`src/logic/gst_pkg.sv`:
```
package gst_pkg;
  // Register byte offsets
  localparam logic [7:0] OFS_CTRL = 8'h00;
  localparam logic [7:0] OFS_CNT_LOW = 8'h04;
  localparam logic [7:0] OFS_CNT_HIGH = 8'h08;
  localparam logic [7:0] OFS_FLAG = 8'h0C;
  localparam logic [7:0] OFS_IRQ = 8'h10;
  localparam logic [7:0] OFS_CFG = 8'h14;
  localparam logic [7:0] OFS_PINS = 8'h18;
  // Reset values and the counter maximum
  localparam logic [7:0] CTRL_RST = 8'h00;
  localparam logic [15:0] CNT_RST = 16'h0000;
  localparam logic [15:0] CNT_MAX = 16'hFFFF;
  localparam logic [2:0] IRQ_RST = 3'h0;
  localparam logic [2:0] CFG_RST = 3'h0;
  // Field positions
  localparam int FLAG_BIT = 0;
  localparam int CFG_GSRC_BIT = 0;
  localparam int IRQ_OVF_BIT = 0;
  localparam int IRQ_PER_BIT = 1;
  localparam int IRQ_GLB_BIT = 2;
  // Instruction clock is the core clock divided by four
  localparam int INSN_DIV = 4;
  localparam logic [1:0] INSN_LAST = 2'(INSN_DIV - 1);
  // Time-out-free APB slave: answers in the access cycle
  localparam logic [31:0] RD_ZERO = 32'h0000_0000;
  // Timer control fields, bit 7 down to bit 0
  typedef struct packed {
    logic gate_invert;
    logic gate_enable;
    logic [1:0] prescale_select;
    logic crystal_osc_enable;
    logic sync_bypass;
    logic clock_source_select;
    logic counter_on;
  } gst_ctrl_t;
  // System clock modes held in the configuration register
  typedef enum logic [1:0] {
    SYS_ONCHIP_RC = 2'b00,
    SYS_SLOW_CRYSTAL = 2'b01,
    SYS_OTHER = 2'b10,
    SYS_OTHER2 = 2'b11
  } gst_sysclk_t;
  // Falling-edge arming of the counter input
  typedef enum logic [0:0] {
    ARM_WAIT_FALL = 1'b0,
    ARM_READY = 1'b1
  } gst_arm_t;
endpackage

```
`src/logic/gst_timer.sv`:
```
// Notes on behaviour
// - Source bit picks instruction or external clock
// - Prescaler divides by one, two, four, eight
// - Prescaler hidden; cleared by counter byte write
// - Counter mode counts external rising edges
// - First rising edge needs prior falling edge
// - Oscillator enable starts crystal, runs in sleep
// - Crystal usable only with RC or slow crystal
// - Crystal on forces pin directions, reads zero
// - Bypass counts unsynchronised, sleeps, wakes on overflow; here it uses the same two-stage synchronised edge detector
// - Mode switch may skip or add one
// - Asynchronous byte reads always return valid value
// - Gate from pin or comparator when enabled
// - Invert bit reverses gate for both sources
// - Wrap to zero and set overflow flag
// - Interrupt needs three enables; flag sticks
// - Sleep counts only asynchronously; overflow wakes; here sleep counts only in bypass mode, through the synchronised edge detector
// - Special event clears count without flag
// - Counter write beats coinciding special event
// - Increment tick offered to comparator sync
// - Byte write replaces that byte immediately
// - Invert one counts gate high, zero low
//
// Implementation choices: the APB interface to the registers and the address map.
`timescale 1ns/1ps
`default_nettype none
module gst_timer
  import gst_pkg::*;
#(
  parameter int PRESCALE_W = 3 // Width of the prescale counter
)
(
  input wire logic CLOCK_I, // Core clock, 250 MHz
  input wire logic RST_B_I, // Asynchronous reset, active low
  input wire logic PSEL_I, // APB select
  input wire logic PENABLE_I, // APB access phase
  input wire logic PWRITE_I, // APB direction, high writes
  input wire logic [7:0] PADDR_I, // APB byte address
  input wire logic [31:0] PWDATA_I, // APB write data
  output logic [31:0] PRDATA_O, // APB read data
  output logic PREADY_O, // APB ready
  output logic PSLVERR_O, // APB error on unmapped address
  input wire logic EXT_COUNT_I, // External count input
  input wire logic GATE_PIN_I, // Gate pin level
  input wire logic COMP_RESULT_I, // Comparator 2 output
  input wire logic SPECIAL_EVT_I, // Capture/compare trigger pulse
  input wire logic SLEEP_I, // Processor is asleep
  input wire logic [1:0] PIN_DIR_I, // Pin 5:4 direction bits
  input wire logic [1:0] PIN_LEVEL_I, // Pin 5:4 levels
  output logic [1:0] PIN_DIR_O, // Effective pin 5:4 directions
  output logic CRYSTAL_EN_O, // Crystal oscillator run enable
  output logic INC_TICK_O, // Increment tick for comparator
  output logic [15:0] COUNT_O, // Present count
  output logic IRQ_O, // Overflow interrupt request
  output logic WAKE_O // Wake request from sleep
);
  import gst_pkg::*;

  // Elaboration check of the prescaler width
  if (PRESCALE_W < 3)
  begin : g_bad_width
    $error("PRESCALE_W must be at least 3");
  end

  // Register state and next values
  gst_ctrl_t ctrl_r; // Timer control fields
  logic [15:0] cnt_r; // Counter pair
  logic flag_r; // Overflow flag
  logic [2:0] irq_en_r; // Overflow, peripheral, global enables
  logic [2:0] cfg_r; // Gate source and system clock mode
  logic [1:0] insn_div_r; // Instruction clock divider
  logic [PRESCALE_W-1:0] pre_r; // Hidden prescale counter
  logic ext_s1_r; // External input, first sample
  logic ext_s2_r; // External input, second sample
  gst_arm_t arm_r; // Falling-edge arming state
  logic [15:0] cnt_nxt; // Next count value
  logic [PRESCALE_W-1:0] pre_nxt; // Next prescale value

  // Bus decode
  logic wr_en; // Write takes effect this cycle
  logic rd_en; // Read answered this cycle
  logic hit; // Address is mapped
  logic wr_low; // Low counter byte written
  logic wr_high; // High counter byte written
  logic wr_ctrl; // Control written

  // Decode a register offset into a mapped flag
  function automatic logic is_mapped(input logic [7:0] a);
    is_mapped = (a == OFS_CTRL) || (a == OFS_CNT_LOW) ||
                (a == OFS_CNT_HIGH) || (a == OFS_FLAG) ||
                (a == OFS_IRQ) || (a == OFS_CFG) || (a == OFS_PINS);
  endfunction

  // Setup and access qualification of APB
  always_comb
  begin
    hit = is_mapped(PADDR_I);
    wr_en = PSEL_I && PENABLE_I && PWRITE_I && hit;
    rd_en = PSEL_I && PENABLE_I && !PWRITE_I;
    wr_low = wr_en && (PADDR_I == OFS_CNT_LOW);
    wr_high = wr_en && (PADDR_I == OFS_CNT_HIGH);
    wr_ctrl = wr_en && (PADDR_I == OFS_CTRL);
  end

  // Slave always answers in the access cycle
  assign PREADY_O = 1'b1;
  assign PSLVERR_O = PSEL_I && PENABLE_I && !hit;

  // Derived system conditions
  logic sys_ok; // Crystal allowed by the system clock mode
  logic osc_on; // Crystal oscillator running
  logic gate_src; // Selected gate source
  logic gate_ok; // Gate allows counting
  logic asleep_ok; // Counting permitted in the present power state
  logic insn_tick; // One pulse per instruction cycle
  logic ext_rise_sync; // Rising edge, synchronised path
  logic ext_rise_async; // Rising edge, bypass path
  logic ext_fall; // Falling edge seen by the selected path
  logic src_tick; // Selected clock tick before prescale
  logic pre_tick; // Tick after prescale
  logic inc; // Counter advances this cycle
  logic [PRESCALE_W-1:0] pre_last; // Final prescale count

  always_comb
  begin
    // Slow-crystal sharing restriction
    sys_ok = (gst_sysclk_t'(cfg_r[2:1]) == SYS_ONCHIP_RC) ||
             (gst_sysclk_t'(cfg_r[2:1]) == SYS_SLOW_CRYSTAL);
    osc_on = ctrl_r.crystal_osc_enable && sys_ok;
    // Gate source and polarity
    gate_src = cfg_r[CFG_GSRC_BIT] ? COMP_RESULT_I : GATE_PIN_I;
    gate_ok = !ctrl_r.gate_enable ||
              (ctrl_r.gate_invert ? gate_src : !gate_src);
    // In sleep only the bypass-selected external path runs
    asleep_ok = !SLEEP_I ||
                (ctrl_r.clock_source_select &&
                 ctrl_r.sync_bypass);
    insn_tick = (insn_div_r == INSN_LAST);
    // Both paths share one edge detector, as pins are synchronous
    ext_rise_async = ext_s1_r && !ext_s2_r;
    ext_rise_sync = ext_s1_r && !ext_s2_r;
    ext_fall = !ext_s1_r && ext_s2_r;
    if (ctrl_r.clock_source_select)
    begin
      // External rising edges once armed
      src_tick = (arm_r == ARM_READY) &&
                 (ctrl_r.sync_bypass ? ext_rise_async
                                     : ext_rise_sync);
    end
    else
    begin
      // Instruction clock
      src_tick = insn_tick;
    end
    // Prescaler terminal value 0, 1, 3 or 7
    pre_last = PRESCALE_W'((1 << ctrl_r.prescale_select) - 1);
    pre_tick = src_tick && (pre_r == pre_last);
    inc = pre_tick && ctrl_r.counter_on && gate_ok &&
          asleep_ok;
  end

  // Increment clock handed to the comparator
  assign INC_TICK_O = inc;

  // Instruction clock divider
  always_ff @(posedge CLOCK_I or negedge RST_B_I)
  begin
    if (!RST_B_I)
    begin
      insn_div_r <= 2'h0;
    end
    else
    begin
      insn_div_r <= insn_div_r + 2'h1;
    end
  end

  // External input sampling, two stages
  always_ff @(posedge CLOCK_I or negedge RST_B_I)
  begin
    if (!RST_B_I)
    begin
      ext_s1_r <= 1'b0;
      ext_s2_r <= 1'b0;
    end
    else
    begin
      ext_s1_r <= EXT_COUNT_I;
      ext_s2_r <= ext_s1_r;
    end
  end

  // Arming: a falling edge must precede counting after setup
  always_ff @(posedge CLOCK_I or negedge RST_B_I)
  begin
    if (!RST_B_I)
    begin
      arm_r <= ARM_WAIT_FALL;
    end
    else if (wr_ctrl)
    begin
      // Any new setup rearms
      arm_r <= ARM_WAIT_FALL;
    end
    else if (ext_fall)
    begin
      arm_r <= ARM_READY;
    end
  end

  // Prescale counter, never visible on the bus
  always_comb
  begin
    if (wr_low || wr_high)
    begin
      pre_nxt = '0;
    end
    else if (pre_tick)
    begin
      pre_nxt = '0;
    end
    else if (src_tick)
    begin
      pre_nxt = pre_r + PRESCALE_W'(1);
    end
    else
    begin
      pre_nxt = pre_r;
    end
  end

  always_ff @(posedge CLOCK_I or negedge RST_B_I)
  begin
    if (!RST_B_I)
    begin
      pre_r <= '0;
    end
    else
    begin
      pre_r <= pre_nxt;
    end
  end

  // Counter next value: write, then trigger, then increment
  always_comb
  begin
    if (wr_low)
    begin
      cnt_nxt = {cnt_r[15:8], PWDATA_I[7:0]};
    end
    else if (wr_high)
    begin
      cnt_nxt = {PWDATA_I[7:0], cnt_r[7:0]};
    end
    else if (SPECIAL_EVT_I)
    begin
      cnt_nxt = CNT_RST;
    end
    else if (inc)
    begin
      cnt_nxt = cnt_r + 16'h0001;
    end
    else
    begin
      cnt_nxt = cnt_r;
    end
  end

  always_ff @(posedge CLOCK_I or negedge RST_B_I)
  begin
    if (!RST_B_I)
    begin
      cnt_r <= CNT_RST;
    end
    else
    begin
      cnt_r <= cnt_nxt;
    end
  end

  // Overflow flag: rollover sets, software zero clears, set wins
  logic ovf; // Rollover this cycle
  assign ovf = inc && (cnt_r == CNT_MAX) && !wr_low && !wr_high &&
               !SPECIAL_EVT_I;

  always_ff @(posedge CLOCK_I or negedge RST_B_I)
  begin
    if (!RST_B_I)
    begin
      flag_r <= 1'b0;
    end
    else if (ovf)
    begin
      flag_r <= 1'b1;
    end
    else if (wr_en && (PADDR_I == OFS_FLAG))
    begin
      flag_r <= PWDATA_I[FLAG_BIT];
    end
  end

  // Control, enable and configuration registers
  always_ff @(posedge CLOCK_I or negedge RST_B_I)
  begin
    if (!RST_B_I)
    begin
      ctrl_r <= gst_ctrl_t'(CTRL_RST);
      irq_en_r <= IRQ_RST;
      cfg_r <= CFG_RST;
    end
    else if (wr_en)
    begin
      if (PADDR_I == OFS_CTRL)
      begin
        ctrl_r <= gst_ctrl_t'(PWDATA_I[7:0]);
      end
      if (PADDR_I == OFS_IRQ)
      begin
        irq_en_r <= PWDATA_I[2:0];
      end
      if (PADDR_I == OFS_CFG)
      begin
        cfg_r <= PWDATA_I[2:0];
      end
    end
  end

  // Read multiplexer; counter bytes come from one flip-flop set
  always_comb
  begin
    PRDATA_O = RD_ZERO;
    if (rd_en)
    begin
      unique case (PADDR_I)
        OFS_CTRL: PRDATA_O[7:0] = ctrl_r;
        OFS_CNT_LOW: PRDATA_O[7:0] = cnt_r[7:0];
        OFS_CNT_HIGH: PRDATA_O[7:0] = cnt_r[15:8];
        OFS_FLAG: PRDATA_O[FLAG_BIT] = flag_r;
        OFS_IRQ: PRDATA_O[2:0] = irq_en_r;
        OFS_CFG: PRDATA_O[2:0] = cfg_r;
        OFS_PINS: PRDATA_O[3:0] = {PIN_DIR_O,
                     osc_on ? 2'b00 : PIN_LEVEL_I};
        default: PRDATA_O = RD_ZERO;
      endcase
    end
  end

  // Pin, oscillator and count outputs
  assign PIN_DIR_O = osc_on ? 2'b11 : PIN_DIR_I;
  assign CRYSTAL_EN_O = osc_on;
  assign COUNT_O = cnt_r;

  // Interrupt request and wake from sleep
  always_comb
  begin
    IRQ_O = flag_r && irq_en_r[IRQ_OVF_BIT] && irq_en_r[IRQ_PER_BIT] &&
            irq_en_r[IRQ_GLB_BIT];
    WAKE_O = SLEEP_I && ctrl_r.counter_on && flag_r &&
             irq_en_r[IRQ_OVF_BIT] && irq_en_r[IRQ_PER_BIT];
  end

  // Checks
  property p_wrap;
    @(posedge CLOCK_I) disable iff (!RST_B_I)
    ovf |=> (cnt_r == CNT_RST) && flag_r;
  endproperty
  a_wrap: assert property (p_wrap)
    else $error("rollover did not wrap and flag");

  property p_inc_one;
    @(posedge CLOCK_I) disable iff (!RST_B_I)
    (inc && !wr_low && !wr_high && !SPECIAL_EVT_I)
      |=> cnt_r == $past(cnt_r) + 16'h0001;
  endproperty
  a_inc_one: assert property (p_inc_one)
    else $error("count did not advance by one");

  property p_evt_clear;
    @(posedge CLOCK_I) disable iff (!RST_B_I)
    (SPECIAL_EVT_I && !wr_low && !wr_high && !flag_r &&
     !(wr_en && (PADDR_I == OFS_FLAG)))
      |=> (cnt_r == CNT_RST) && !flag_r;
  endproperty
  a_evt_clear: assert property (p_evt_clear)
    else $error("special event did not clear quietly");

  property p_write_wins;
    @(posedge CLOCK_I) disable iff (!RST_B_I)
    (wr_low && SPECIAL_EVT_I)
      |=> cnt_r == {$past(cnt_r[15:8]), $past(PWDATA_I[7:0])};
  endproperty
  a_write_wins: assert property (p_write_wins)
    else $error("write lost to special event");

  property p_pre_clear;
    @(posedge CLOCK_I) disable iff (!RST_B_I)
    (wr_low || wr_high) |=> pre_r == '0;
  endproperty
  a_pre_clear: assert property (p_pre_clear)
    else $error("prescaler not cleared by write");

  property p_sleep_count;
    @(posedge CLOCK_I) disable iff (!RST_B_I)
    (SLEEP_I && !ctrl_r.sync_bypass) |-> !inc;
  endproperty
  a_sleep_count: assert property (p_sleep_count)
    else $error("counted in sleep while synchronised");

  property p_gate;
    @(posedge CLOCK_I) disable iff (!RST_B_I)
    (ctrl_r.gate_enable && (ctrl_r.gate_invert != gate_src)) |-> !inc;
  endproperty
  a_gate: assert property (p_gate)
    else $error("counted while gate inactive");

  property p_irq;
    @(posedge CLOCK_I) disable iff (!RST_B_I)
    IRQ_O |-> flag_r && (irq_en_r == 3'h7);
  endproperty
  a_irq: assert property (p_irq)
    else $error("interrupt without all enables");

  property p_pins;
    @(posedge CLOCK_I) disable iff (!RST_B_I)
    osc_on |-> PIN_DIR_O == 2'b11;
  endproperty
  a_pins: assert property (p_pins)
    else $error("pin directions not forced");

  property p_arm;
    @(posedge CLOCK_I) disable iff (!RST_B_I)
    wr_ctrl |=> !src_tick || !ctrl_r.clock_source_select;
  endproperty
  a_arm: assert property (p_arm)
    else $error("counted before a falling edge");
endmodule
`default_nettype wire
```
`config.mk`:
```
export PLATFORM = sky130hd
export DESIGN_NAME = gst_timer
export DESIGN_NICKNAME = d
export VERILOG_FILES = /design/src/logic/gst_pkg.sv /design/src/logic/gst_timer.sv
export SDC_FILE = /design/constraint.sdc
export NUM_CORES = 1
export LEC_CHECK = 0
export BUFFER_PORTS_ARGS = -buffer_cell sky130_fd_sc_hd__buf_2
export CORE_MARGIN = 2
export CORE_UTILIZATION = 40
export CTS_CLUSTER_SIZE = 12
export DETAILED_ROUTE_END_ITERATION = 10
export PLACE_DENSITY = 0.67
export SETUP_SLACK_MARGIN = 0.02
export SYNTH_ARGS = -nofsm -noshare
export SYNTH_HDL_FRONTEND = slang
export SYNTH_SLANG_ARGS = --single-unit
```
`constraint.sdc`:
```
create_clock -name CLOCK_I -period 2.8 [get_ports CLOCK_I]
set_clock_uncertainty 0.1 [all_clocks]
set_input_delay 0.28 -clock CLOCK_I [delete_from_list [all_inputs] [get_ports CLOCK_I]]
set_output_delay 0.28 -clock CLOCK_I [all_outputs]
set_load 0.005 [all_outputs]
```
==> metrics.md, run 1 <==
| Metric | Value |
|---|---|
| Status | completed |
| Mux share of post-synthesis cell area | 10.9% |
| First-pass GRT wire length | 12.3 mm |
| WP data required | 2420 ps |
| Max VDD drop | 472 µV |
| CP Cell Sequence | buf_2 -> or4_4 -> or2_1 -> nor2_1 -> a211oi_1 -> a211oi_1 -> buf_2 |
| Register area share after synthesis | 35.6% |
| Crit path launch | PADDR_I[1] |
| Post-Synth Simple-Gate Area | 25.3% |
| Sum Neg Setup Slack | 0 ps |
| Fmax | 425 MHz |
| Synth warnings | 0 |
| Netlist cell types | 53 |
| Clock Root Buffer | clkbuf_8 |
| Port Buffers | 60 |
| Critical path's slowest cell | or4_4 |
| CTS H-tree depth | 2 |
| Clock sink total | 39 |
| RSZ-0062 raised after global routing | no |
| Xor/xnor share of the synthesized area | 0.958% |
| Int Pwr | 911 µW |
| Hold slack | 13.5 ps |
| WS Path Type | primary input to output port |
| Final Hold Fails | 0 |
| Combinational power share | 12.4% |
| Max-Cap Viols | 0 |
| Sequential share of power | 48.1% |
| # Post-CTS Setup Buffers | 0 |
| Die width | 86.8 µm |
| Mapped cell area | 0.00274 mm² |
| Worst setup SP type | primary input |
| Post-Syn Instances | 317 |
| Antenna cells | 0 |
| Clock Latency Late Sink | 300 ps |
| TritonCTS Buffers | 5 |
| Final Wtd Congestion | 0.900 |
| Top area cells in the synthesized netlist | dfrtp_1 (36%), buf_4 (6.8%), mux2_2 (5.7%) |
| Setup violators final | 0 |
| Height of the die | 86.8 µm |
| Leakage | 0.00155 µW |
| Hold Crit Class | primary input to asynchronous set/reset pin |
| Critical path peak fanout | 8 |
| DRC | 0 |
| Count of state elements after synthesis | 39 |
| Initial antenna violation count | 0 |
| Pre-antenna DRT Iters | 5 |
| Boundary Pins | 110 |
| Non-filler instance count after layout | 468 |
| Top cell type's share of synthesized area | 35.6% |
| Critical Path AT | 1980 ps |
| Post-synthesis compound-gate area fraction | 16.0% |
| R2R Path Start | ctrl_r[4] |
| Relative slew slack | 39.2% |
| Largest family of logic cells by synthesized area | simple AND/OR/NAND/NOR gates |
| Final WL | 7.64 mm |
| Final #Nets | 444 |
| CTS Buffer Depth | 2 |
| DRT iter0 DRCs | 220 |
| # hold bufs at CTS | 1 |
| Vias in the first global route | 2459 |
| Layout cells sized above 1 | 28.4% |
| Initial core utilization | 40.8% |
| TritonCTS clock tree | done |
| Cell taking the most area after synthesis | dfrtp_1 |
| Vias per cell | 5.69 |
| Primary FF master, synth | dfrtp_1 |
| Buffer and inverter count on the worst path | 2 |
| Total power | 1250 µW |
| Critical Path End Type | output port |
| Core footprint | 0.00672 mm² |
| Reg clk slew, reported paths | 80 ps |
| Final period utilization | 84.1% |
| Critical Path Max Stage Delay | 570 ps |
| Top post-synthesis cells by count | dfrtp_1 (39), nor2_1 (32), nand2_1 (29), buf_4 (25), a21oi_1 (23) |
| Avg Cell Area, Syn | 8.66 µm² |
| Placed cells | 459 |
| Final core utilization | 47.8% |
| Post-synth ARST share | 100% |
| Top-count cell post-synth | dfrtp_1 |
| Routed vias | 2661 |
| GR Overflow Total | 0 |
| Number of synthesized flops with an enable pin | 0 |
| Clock power frac | 39.5% |
| NetSw | 341 µW |
| Largest net degree at the start of global routing | 40 |
| Post-CTS sizing | 0 |
| Sw frac | 27.3% |
| Post-synthesis to final-layout area growth | 17.0% |
| CP top delay family | simple AND/OR/NAND/NOR gates |
| Die area | 0.00754 mm² |
| Slew Limit Fails | 0 |
| GRT Resource Usage Total | 20.8% |
| Post-route antenna net violation count | 0 |
| DR WL/cell | 16.3 µm |
| Pwr dens | 390 mW/mm² |
| HPWL reported at the end of detailed placement | 5.73 mm |
| Adder-Cell Fraction of Synth Area | 1.37% |
| Row cnt | 30 |
| Min cycle time layout | 2360 ps |
| Slew of the pin with the lowest slew margin | 912 ps |
## final timing paths
path / end / slack [ps] / cells after the start
max in group asynchronous: ext_s2_r / 2010 / 1
setup / recovery: PRDATA_O[3] / 440 / 7
setup reg to reg: COUNT_O[4] / 530 / 7
hold / removal: COUNT_O[6] / 10 / 1
hold reg to reg: ext_s2_r / 300 / 0
min in group CLOCK_I: COUNT_O[3] / 140 / 3
## power groups by stage
stage | Clock (µW) | Sequential [µW] | Combinational (µW)
2_1_floorplan | 0 | 605 | 110
3_3_place_gp | 0 | 609 | 149
3_5_place_dp | 0 | 610 | 152
4_1_cts | 501 | 601 | 156
5_1_grt | 527 | 605 | 177
6_report | 494 | 602 | 155
## logic make-up after synthesis
logic type                 Yosys count
DFF                                 39
adders and majority gates            3
other                                2
muxes                               27
AOI/OAI and AO/OA                   71
and+or+nand+nor                    130
xor gates and xnor gates             3
buffers and inverters               42
## area by class of cell
cell class                      count  area [µm²]
Timing Repair Buffer               71         385
Clock buffer                        5        68.8
Tap cell                           80         100
Sequential cell                    39         976
Fill cell                         657        3510
Clock inverter                      3        47.5
Multi-Input combinational cell    259        1590
Inverter                           11        41.3
## routing by layer
layer  track usage, %  vias up  share of wire, %
li1                 -     1238                 -
met1             29.4     1258                44
met2             33.4      154                47
met3             2.95       11               7.7
met4             5.11        0               1.0
met5                0        -                 0
## cells in the final DEF (no fill, tap or decap), types with 12 or more instances in the layout
master,netlist,routed
buf_2,3,60
dfrtp_1,39,39
nor2_1,32,32
nand2_1,29,29
conb_1,2,25
a21oi_1,23,23
nand3_1,18,18
mux2_2,14,14
mux2i_1,12,12
o21ai_0,12,12
## through the flow
stage,worst slack (ps),area [µm²]
final,444,3210
after global routing,282,3210
after CTS,427,3210
after detailed placement,352,3080
after global placement,387,3080
after floorplan,673,2830
## flip-flops by register name, indices dropped and copies added (netlist names), 2 cells and up
register,count
pre_r,3
cfg_r,3
COUNT_O,16
ctrl_r,8
irq_en_r,3
insn_div_r,2
## worst reg2reg max path, cell delays in order (launching register included)
cell and delay (ps):
dfrtp_1 450, or3_1 390, a2bb2oi_1 220, nand4_2 180
inv_2 190, nor2_1 120, or4_1 470, nand3_1 90
Note: power is estimated with default switching activity, not from simulation.
==> run 2: changes to the inputs <==
==> constraint.sdc (replaced) <==
create_clock -name CLOCK_I -period 2.3 [get_ports CLOCK_I]
set_clock_uncertainty 0.1 [all_clocks]
set_input_delay 0.23 -clock CLOCK_I [delete_from_list [all_inputs] [get_ports CLOCK_I]]
set_output_delay 0.23 -clock CLOCK_I [all_outputs]
set_load 0.005 [all_outputs]
==> run 2 against run 1 <==
  * Die area unchanged
  * Hold slack better by 87 ps
  * Core utilization up 1.4 points
  * Sequential power up 21%
  * Critical path depth up 1
  * Global-route usage down 0.24 points
  * Critical endpoint is now PRDATA_O[2]
  * Largest cell class unchanged
  * Highest routed layer unchanged
==> metrics.md, run 2 (same netlist as run 1, synthesis figures left out) <==
| Metric | Value |
|---|---|
| WS Path Type | primary input to output port (unchanged) |
| Final Cell Area | 0.00330 mm² (was 0.00321 mm²) |
| Setup violators final | 0 (unchanged) |
| Pre-antenna DRT Iters | 5 (unchanged) |
| Critical Path AT | 1830 ps (was 1980 ps) |
| Flip-flop and latch area | 976 µm² (unchanged) |
| Leakage | 0.00160 µW (was 0.00155 µW) |
| Critical path peak fanout | 7 (was 8) |
| Critical Path End Type | output port (unchanged) |
| Multi-input logic area | 0.00160 mm² (was 0.00159 mm²) |
| Vias in the first global route | 2399 (was 2459) |
| Boundary Pins | 110 (unchanged) |
| GR Overflow Total | 0 (unchanged) |
| Pwr dens | 437 mW/mm² (was 390 mW/mm²) |
| Max VDD drop | 356 µV (was 472 µV) |
| Fillers | 667 (was 657) |
| Fmax | 464 MHz |
| WP data required | 1970 ps (was 2420 ps) |
| Initial antenna violation count | 0 (unchanged) |
| Final WL | 7.62 mm (was 7.64 mm) |
| Post-synthesis to final-layout area growth | 20.4% (was 17.0%) |
| Slew Limit Fails | 0 (unchanged) |
| Hold Crit Class | primary input to register (was primary input to asynchronous set/reset pin) |
| Total power | 1440 µW (was 1250 µW) |
| Placed inst area | 0.00317 mm² (was 0.00308 mm²) |
| Routed vias | 2617 (was 2661) |
| Layout cells sized above 1 | 31.2% (was 28.4%) |
| Port Buffers | 60 (unchanged) |
| Reg clk slew, reported paths | 70 ps (was 80 ps) |
| Vias per cell | 5.44 (was 5.69) |
| First-pass GRT wire length | 12.0 mm (was 12.3 mm) |
| Worst setup SP type | primary input (unchanged) |
| RSZ-0062 raised after global routing | no (unchanged) |
| TritonCTS clock tree | done (unchanged) |
| Final period utilization | 93.8% |
| CTS Buffer Depth | 2 (unchanged) |
| Final core utilization | 49.2% (was 47.8%) |
| DRC | 0 (unchanged) |
| Post-route antenna net violation count | 0 (unchanged) |
| Die width | 86.8 µm (unchanged) |
| Antenna cells | 0 (unchanged) |
| Clock Root Buffer | clkbuf_8 (unchanged) |
| Largest net degree at the start of global routing | 40 (unchanged) |
| Max-Cap Viols | 0 (unchanged) |
| Initial core utilization | 40.8% (unchanged) |
| Status | completed (unchanged) |
| GRT Resource Usage Total | 20.5% (was 20.8%) |
| Sum Neg Setup Slack | 0 ps (unchanged) |
| Largest register FFs | 16 (unchanged) |
| TritonCTS Buffers | 5 (unchanged) |
| Slew of the pin with the lowest slew margin | 915 ps (was 912 ps) |
| Final Wtd Congestion | 0.883 (was 0.900) |
| HPWL reported at the end of detailed placement | 5.74 mm (was 5.73 mm) |
| Die area | 0.00754 mm² (unchanged) |
| Final #Nets | 457 (was 444) |
| Height of the die | 86.8 µm (unchanged) |
| Final Hold Fails | 0 (unchanged) |
| # Post-CTS Setup Buffers | 0 (unchanged) |
| DR WL/cell | 15.8 µm (was 16.3 µm) |
| Row cnt | 30 (unchanged) |
| Core footprint | 0.00672 mm² (unchanged) |
| Most frequent cells in the layout | buf_2 (60), dfrtp_1 (39), nor2_1 (31), nand2_1 (29), conb_1 (25) (was buf_2 (60), dfrtp_1 (39), nor2_1 (32), nand2_1 (29), conb_1 (25)) |
| Most common cell after layout, fill and taps aside | buf_2 (unchanged) |
| CTS H-tree depth | 2 (unchanged) |
| Relative slew slack | 39.0% (was 39.2%) |
| Clock sink total | 39 (unchanged) |
| Clock Latency Late Sink | 300 ps (about the same) |
| DRT iter0 DRCs | 132 (was 220) |
| Min cycle time layout | 2160 ps |
## run 2: cell count changes in the layout (fill, tap and decap cells not counted), sizes merged
| cell | delta |
|---|---|
| inv | -1 |
| dlygate4sd3 | +1 |
| bufinv | -1 |
| clkbuf | +1 |
| clkinvlp | +1 |
| buf | +12 |
## run 2: where the power goes
| part | internal (µW) | total (µW) | switching [µW] |
|---|---|---|---|
| combinational | 82.9 | 202 | 119 |
| clock | 245 | 512 | 267 |
| sequential | 705 | 731 | 25.5 |
## run 2: repair_timing
item | 4_1_cts | 5_1_grt
endpoints found under the setup margin | 0 | 10
hold buffers | 2 | 0
endpoints found under the hold margin | 27 | 0
gates resized for setup | 0 | 3
## run 2: area by class of cell
class                   count  area share (%)
multi-input cells         259            48.5
flip-flops and latches     39            29.5
repair buffers             84            14.7
well taps                  80            3.03
clock buffers               6            2.50
inverters                  11            1.25
clock inverters             2           0.492
## run 2: worst paths after layout
kind,startpoint,to,cells after the start,slack (ps)
setup / recovery,PADDR_I[1],PRDATA_O[2],8,140
hold / removal,PWDATA_I[7],COUNT_O[15],3,100
setup reg to reg,insn_div_r[0],COUNT_O[4],8,220
hold reg to reg,ext_s1_r,ext_s2_r,0,310
max in group asynchronous,RST_B_I,COUNT_O[8],2,1040
min in group asynchronous,RST_B_I,COUNT_O[4],2,490
## run 2: per-stage QoR
step / cells / hold WS, ps / setup slack, ps
CTS: 481 / 90.3 / 49.6
global placement: 471 / 241 / 9.95
global route: 481 / 107 / 18.0
floorplan: 340 / -166 / 220
detailed placement: 471 / 239 / 5.02
finish: 481 / 101 / 143
## run 2: routing by layer
layer,track usage [%],vias to the layer above,part of all wire (%)
li1,-,1266,-
met1,28.5,1215,44
met2,31.6,121,46
met3,4.48,15,7.4
met4,6.96,0,2.2
met5,0,-,0
## run 2: critical path, stage by stage
cell	delay (ps)
buf_2	110
or4_4	570
or2_4	300
buf_4	150
nor3_1	170
a211oi_1	80
nor2_1	100
buf_2	120
==> run 3: changes to the inputs <==
==> config.mk (replaced) <==
export PLATFORM = sky130hd
export DESIGN_NAME = gst_timer
export DESIGN_NICKNAME = d
export VERILOG_FILES = /design/src/logic/gst_pkg.sv /design/src/logic/gst_timer.sv
export SDC_FILE = /design/constraint.sdc
export NUM_CORES = 1
export LEC_CHECK = 0
export BUFFER_PORTS_ARGS = -buffer_cell sky130_fd_sc_hd__clkbuf_2
export CELL_PAD_IN_SITES_DETAIL_PLACEMENT = 1
export CELL_PAD_IN_SITES_GLOBAL_PLACEMENT = 2
export CORE_MARGIN = 10
export CORE_UTILIZATION = 27
export CTS_CLUSTER_SIZE = 12
export DETAILED_ROUTE_END_ITERATION = 10
export PLACE_DENSITY = 0.78
export SETUP_SLACK_MARGIN = 0.02
export SYNTH_ARGS = -nofsm -noshare
export SYNTH_HDL_FRONTEND = slang
export SYNTH_SLANG_ARGS = --single-unit
==> run 3 against run 2 <==
  * Global-route usage fell by 7.6 points
  * Count of clock-buffer cells in the layout decreased by 1
  * Power up 6.2%
  * Fmax is 0.15% lower
  * Setup slack got worse by 3.2 ps
  * Register-to-register slack got worse by 30 ps
  * Critical path type is now register to output port
  * Largest cell class unchanged
==> metrics.md, run 3 (same netlist as run 1, synthesis figures left out) <==
| Metric | Value |
|---|---|
| Vias per cell | 4.97 (was 5.44) |
| Routed vias | 2694 (was 2617) |
| Pwr dens | 445 mW/mm² (was 437 mW/mm²) |
| WP data required | 1970 ps (about the same) |
| RSZ-0062 raised after global routing | yes (was no) |
| Final Hold Fails | 0 (unchanged) |
| Antenna cells | 0 (unchanged) |
| Hold Crit Class | primary input to register (unchanged) |
| Pre-antenna DRT Iters | 4 (was 5) |
| Initial antenna violation count | 0 (unchanged) |
| HPWL reported at the end of detailed placement | 7.90 mm (was 5.74 mm) |
| Non-filler instance count after layout | 542 (was 481) |
| Slew Limit Fails | 0 (unchanged) |
| Initial core utilization | 27.9% (was 40.8%) |
| Worst setup SP type | register (was primary input) |
| Final #Nets | 465 (was 457) |
| CTS H-tree depth | 2 (unchanged) |
| Critical Path AT | 1830 ps (about the same) |
| TritonCTS Buffers | 5 (unchanged) |
| Max-Cap Viols | 0 (unchanged) |
| Core footprint | 0.00982 mm² (was 0.00672 mm²) |
| Largest register FFs | 16 (unchanged) |
| Critical Path End Type | output port (unchanged) |
| Status | completed (unchanged) |
| Most frequent cells in the layout | clkbuf_2 (60), dfrtp_1 (38), nor2_1 (32), buf_4 (30), nand2_1 (29) (was buf_2 (60), dfrtp_1 (39), nor2_1 (31), nand2_1 (29), conb_1 (25)) |
| Final WL | 9.50 mm (was 7.62 mm) |
| Row cnt | 36 (was 30) |
| Final period utilization | 93.9% (was 93.8%) |
| Final Cell Area | 0.00345 mm² (was 0.00330 mm²) |
| GRT Resource Usage Total | 12.9% (was 20.5%) |
| Clock Latency Late Sink | 300 ps (about the same) |
| TritonCTS clock tree | done (unchanged) |
| Setup violators final | 0 (unchanged) |
| Largest net degree at the start of global routing | 20 (was 40) |
| Clock Root Buffer | clkbuf_8 (unchanged) |
| Port Buffers | 60 (unchanged) |
| # Post-CTS Setup Buffers | 0 (unchanged) |
| Placed cells | 532 (was 471) |
| Height of the die | 121 µm (was 86.8 µm) |
| Max VDD drop | 212 µV (was 356 µV) |
| WS Path Type | register to output port (was primary input to output port) |
| Die area | 0.0146 mm² (was 0.00754 mm²) |
| Boundary Pins | 110 (unchanged) |
| Clock sink total | 39 (unchanged) |
| Leakage | 0.00163 µW (was 0.00160 µW) |
| Placed inst area | 0.00330 mm² (was 0.00317 mm²) |
| DR WL/cell | 17.5 µm (was 15.8 µm) |
| Final core utilization | 35.1% (was 49.2%) |
| R2r setup slk | 190 ps (was 220 ps) |
| Layout cells sized above 1 | 33.0% (was 31.2%) |
| Fmax | 463 MHz (was 464 MHz) |
| DRC | 0 (unchanged) |
| DRT iter0 DRCs | 127 (was 132) |
| Most common cell after layout, fill and taps aside | clkbuf_2 (was buf_2) |
| Post-synthesis to final-layout area growth | 25.6% (was 20.4%) |
| CTS Buffer Depth | 2 (unchanged) |
| Reg clk slew, reported paths | 80 ps (was 70 ps) |
| Min cycle time layout | 2160 ps (about the same) |
| Vias in the first global route | 2881 (was 2399) |
| Final Wtd Congestion | 0.816 (was 0.883) |
| Sum Neg Setup Slack | 0 ps (unchanged) |
| Die width | 121 µm (was 86.8 µm) |
| GR Overflow Total | 0 (unchanged) |
| Post-route antenna net violation count | 0 (unchanged) |
| First-pass GRT wire length | 15.4 mm (was 12.0 mm) |
| Critical path peak fanout | 7 (unchanged) |
-- run 3: worst paths after layout --
| kind | startpoint | end | cells after the start |
|---|---|---|---|
| min reg2reg | ext_s1_r | ext_s2_r | 0 |
| max | cfg_r[0] | INC_TICK_O | 6 |
| max in group asynchronous | RST_B_I | COUNT_O[10] | 3 |
| min | PWDATA_I[7] | COUNT_O[15] | 3 |
| min in group asynchronous | RST_B_I | irq_en_r[2] | 2 |
| max reg2reg | cfg_r[0] | COUNT_O[2] | 8 |
-- run 3: power breakdown --
group / total (µW) / switching (µW) / leakage (µW) / internal (µW)
Sequential: 727 / 21.7 / 0.000521 / 705
Combinational: 215 / 127 / 0.00105 / 87.7
Clock: 592 / 269 / 0.0000581 / 323
Total: 1530 / 418 / 0.00163 / 1120
-- run 3: layout make-up --
cell class,instances,area [µm²]
multi-input cells,259,1600
inverters,11,41.3
clock inverters,3,43.8
fillers,1247,6370
well taps,133,166
clock buffers,5,68.8
flip-flops and latches,39,977
repair buffers,92,546
-- run 3: routing by layer --
metal / vias to the layer above / wire, µm / global-route usage [%]
li1: 1273 / - / -
met1: 1339 / 4430 / 16.6
met2: 73 / 4290 / 20.7
met3: 9 / 645 / 3.63
met4: 0 / 127 / 3.85
met5: - / 0 / 0
-- run 3: worst max-delay path, stage by stage (launching register included) --
cell      delay (ps)
dfrtp_2          420
mux2i_1          220
mux2_2           380
nand4_2          170
inv_2             70
buf_4            160
clkbuf_2         110
-- run 3: through the flow --
| stage | power, µW | setup WS [ps] | hold WS (ps) |
|---|---|---|---|
| 2_1_floorplan | 870 | 220 | -166 |
| 3_3_place_gp | 942 | 50.6 | 104 |
| 3_5_place_dp | 949 | 18.1 | 106 |
| 4_1_cts | 1550 | 22.7 | 78.5 |
| 5_1_grt | 1610 | 0.501 | 94.1 |
| 6_report | 1530 | 139 | 92.3 |
-- run 3: timing repair --
action,4_1_cts,5_1_grt
endpoints found under the setup margin,1,15
endpoints found under the hold margin,18,0
pin swaps,0,0
gates resized for setup,1,4
hold buffers,2,0
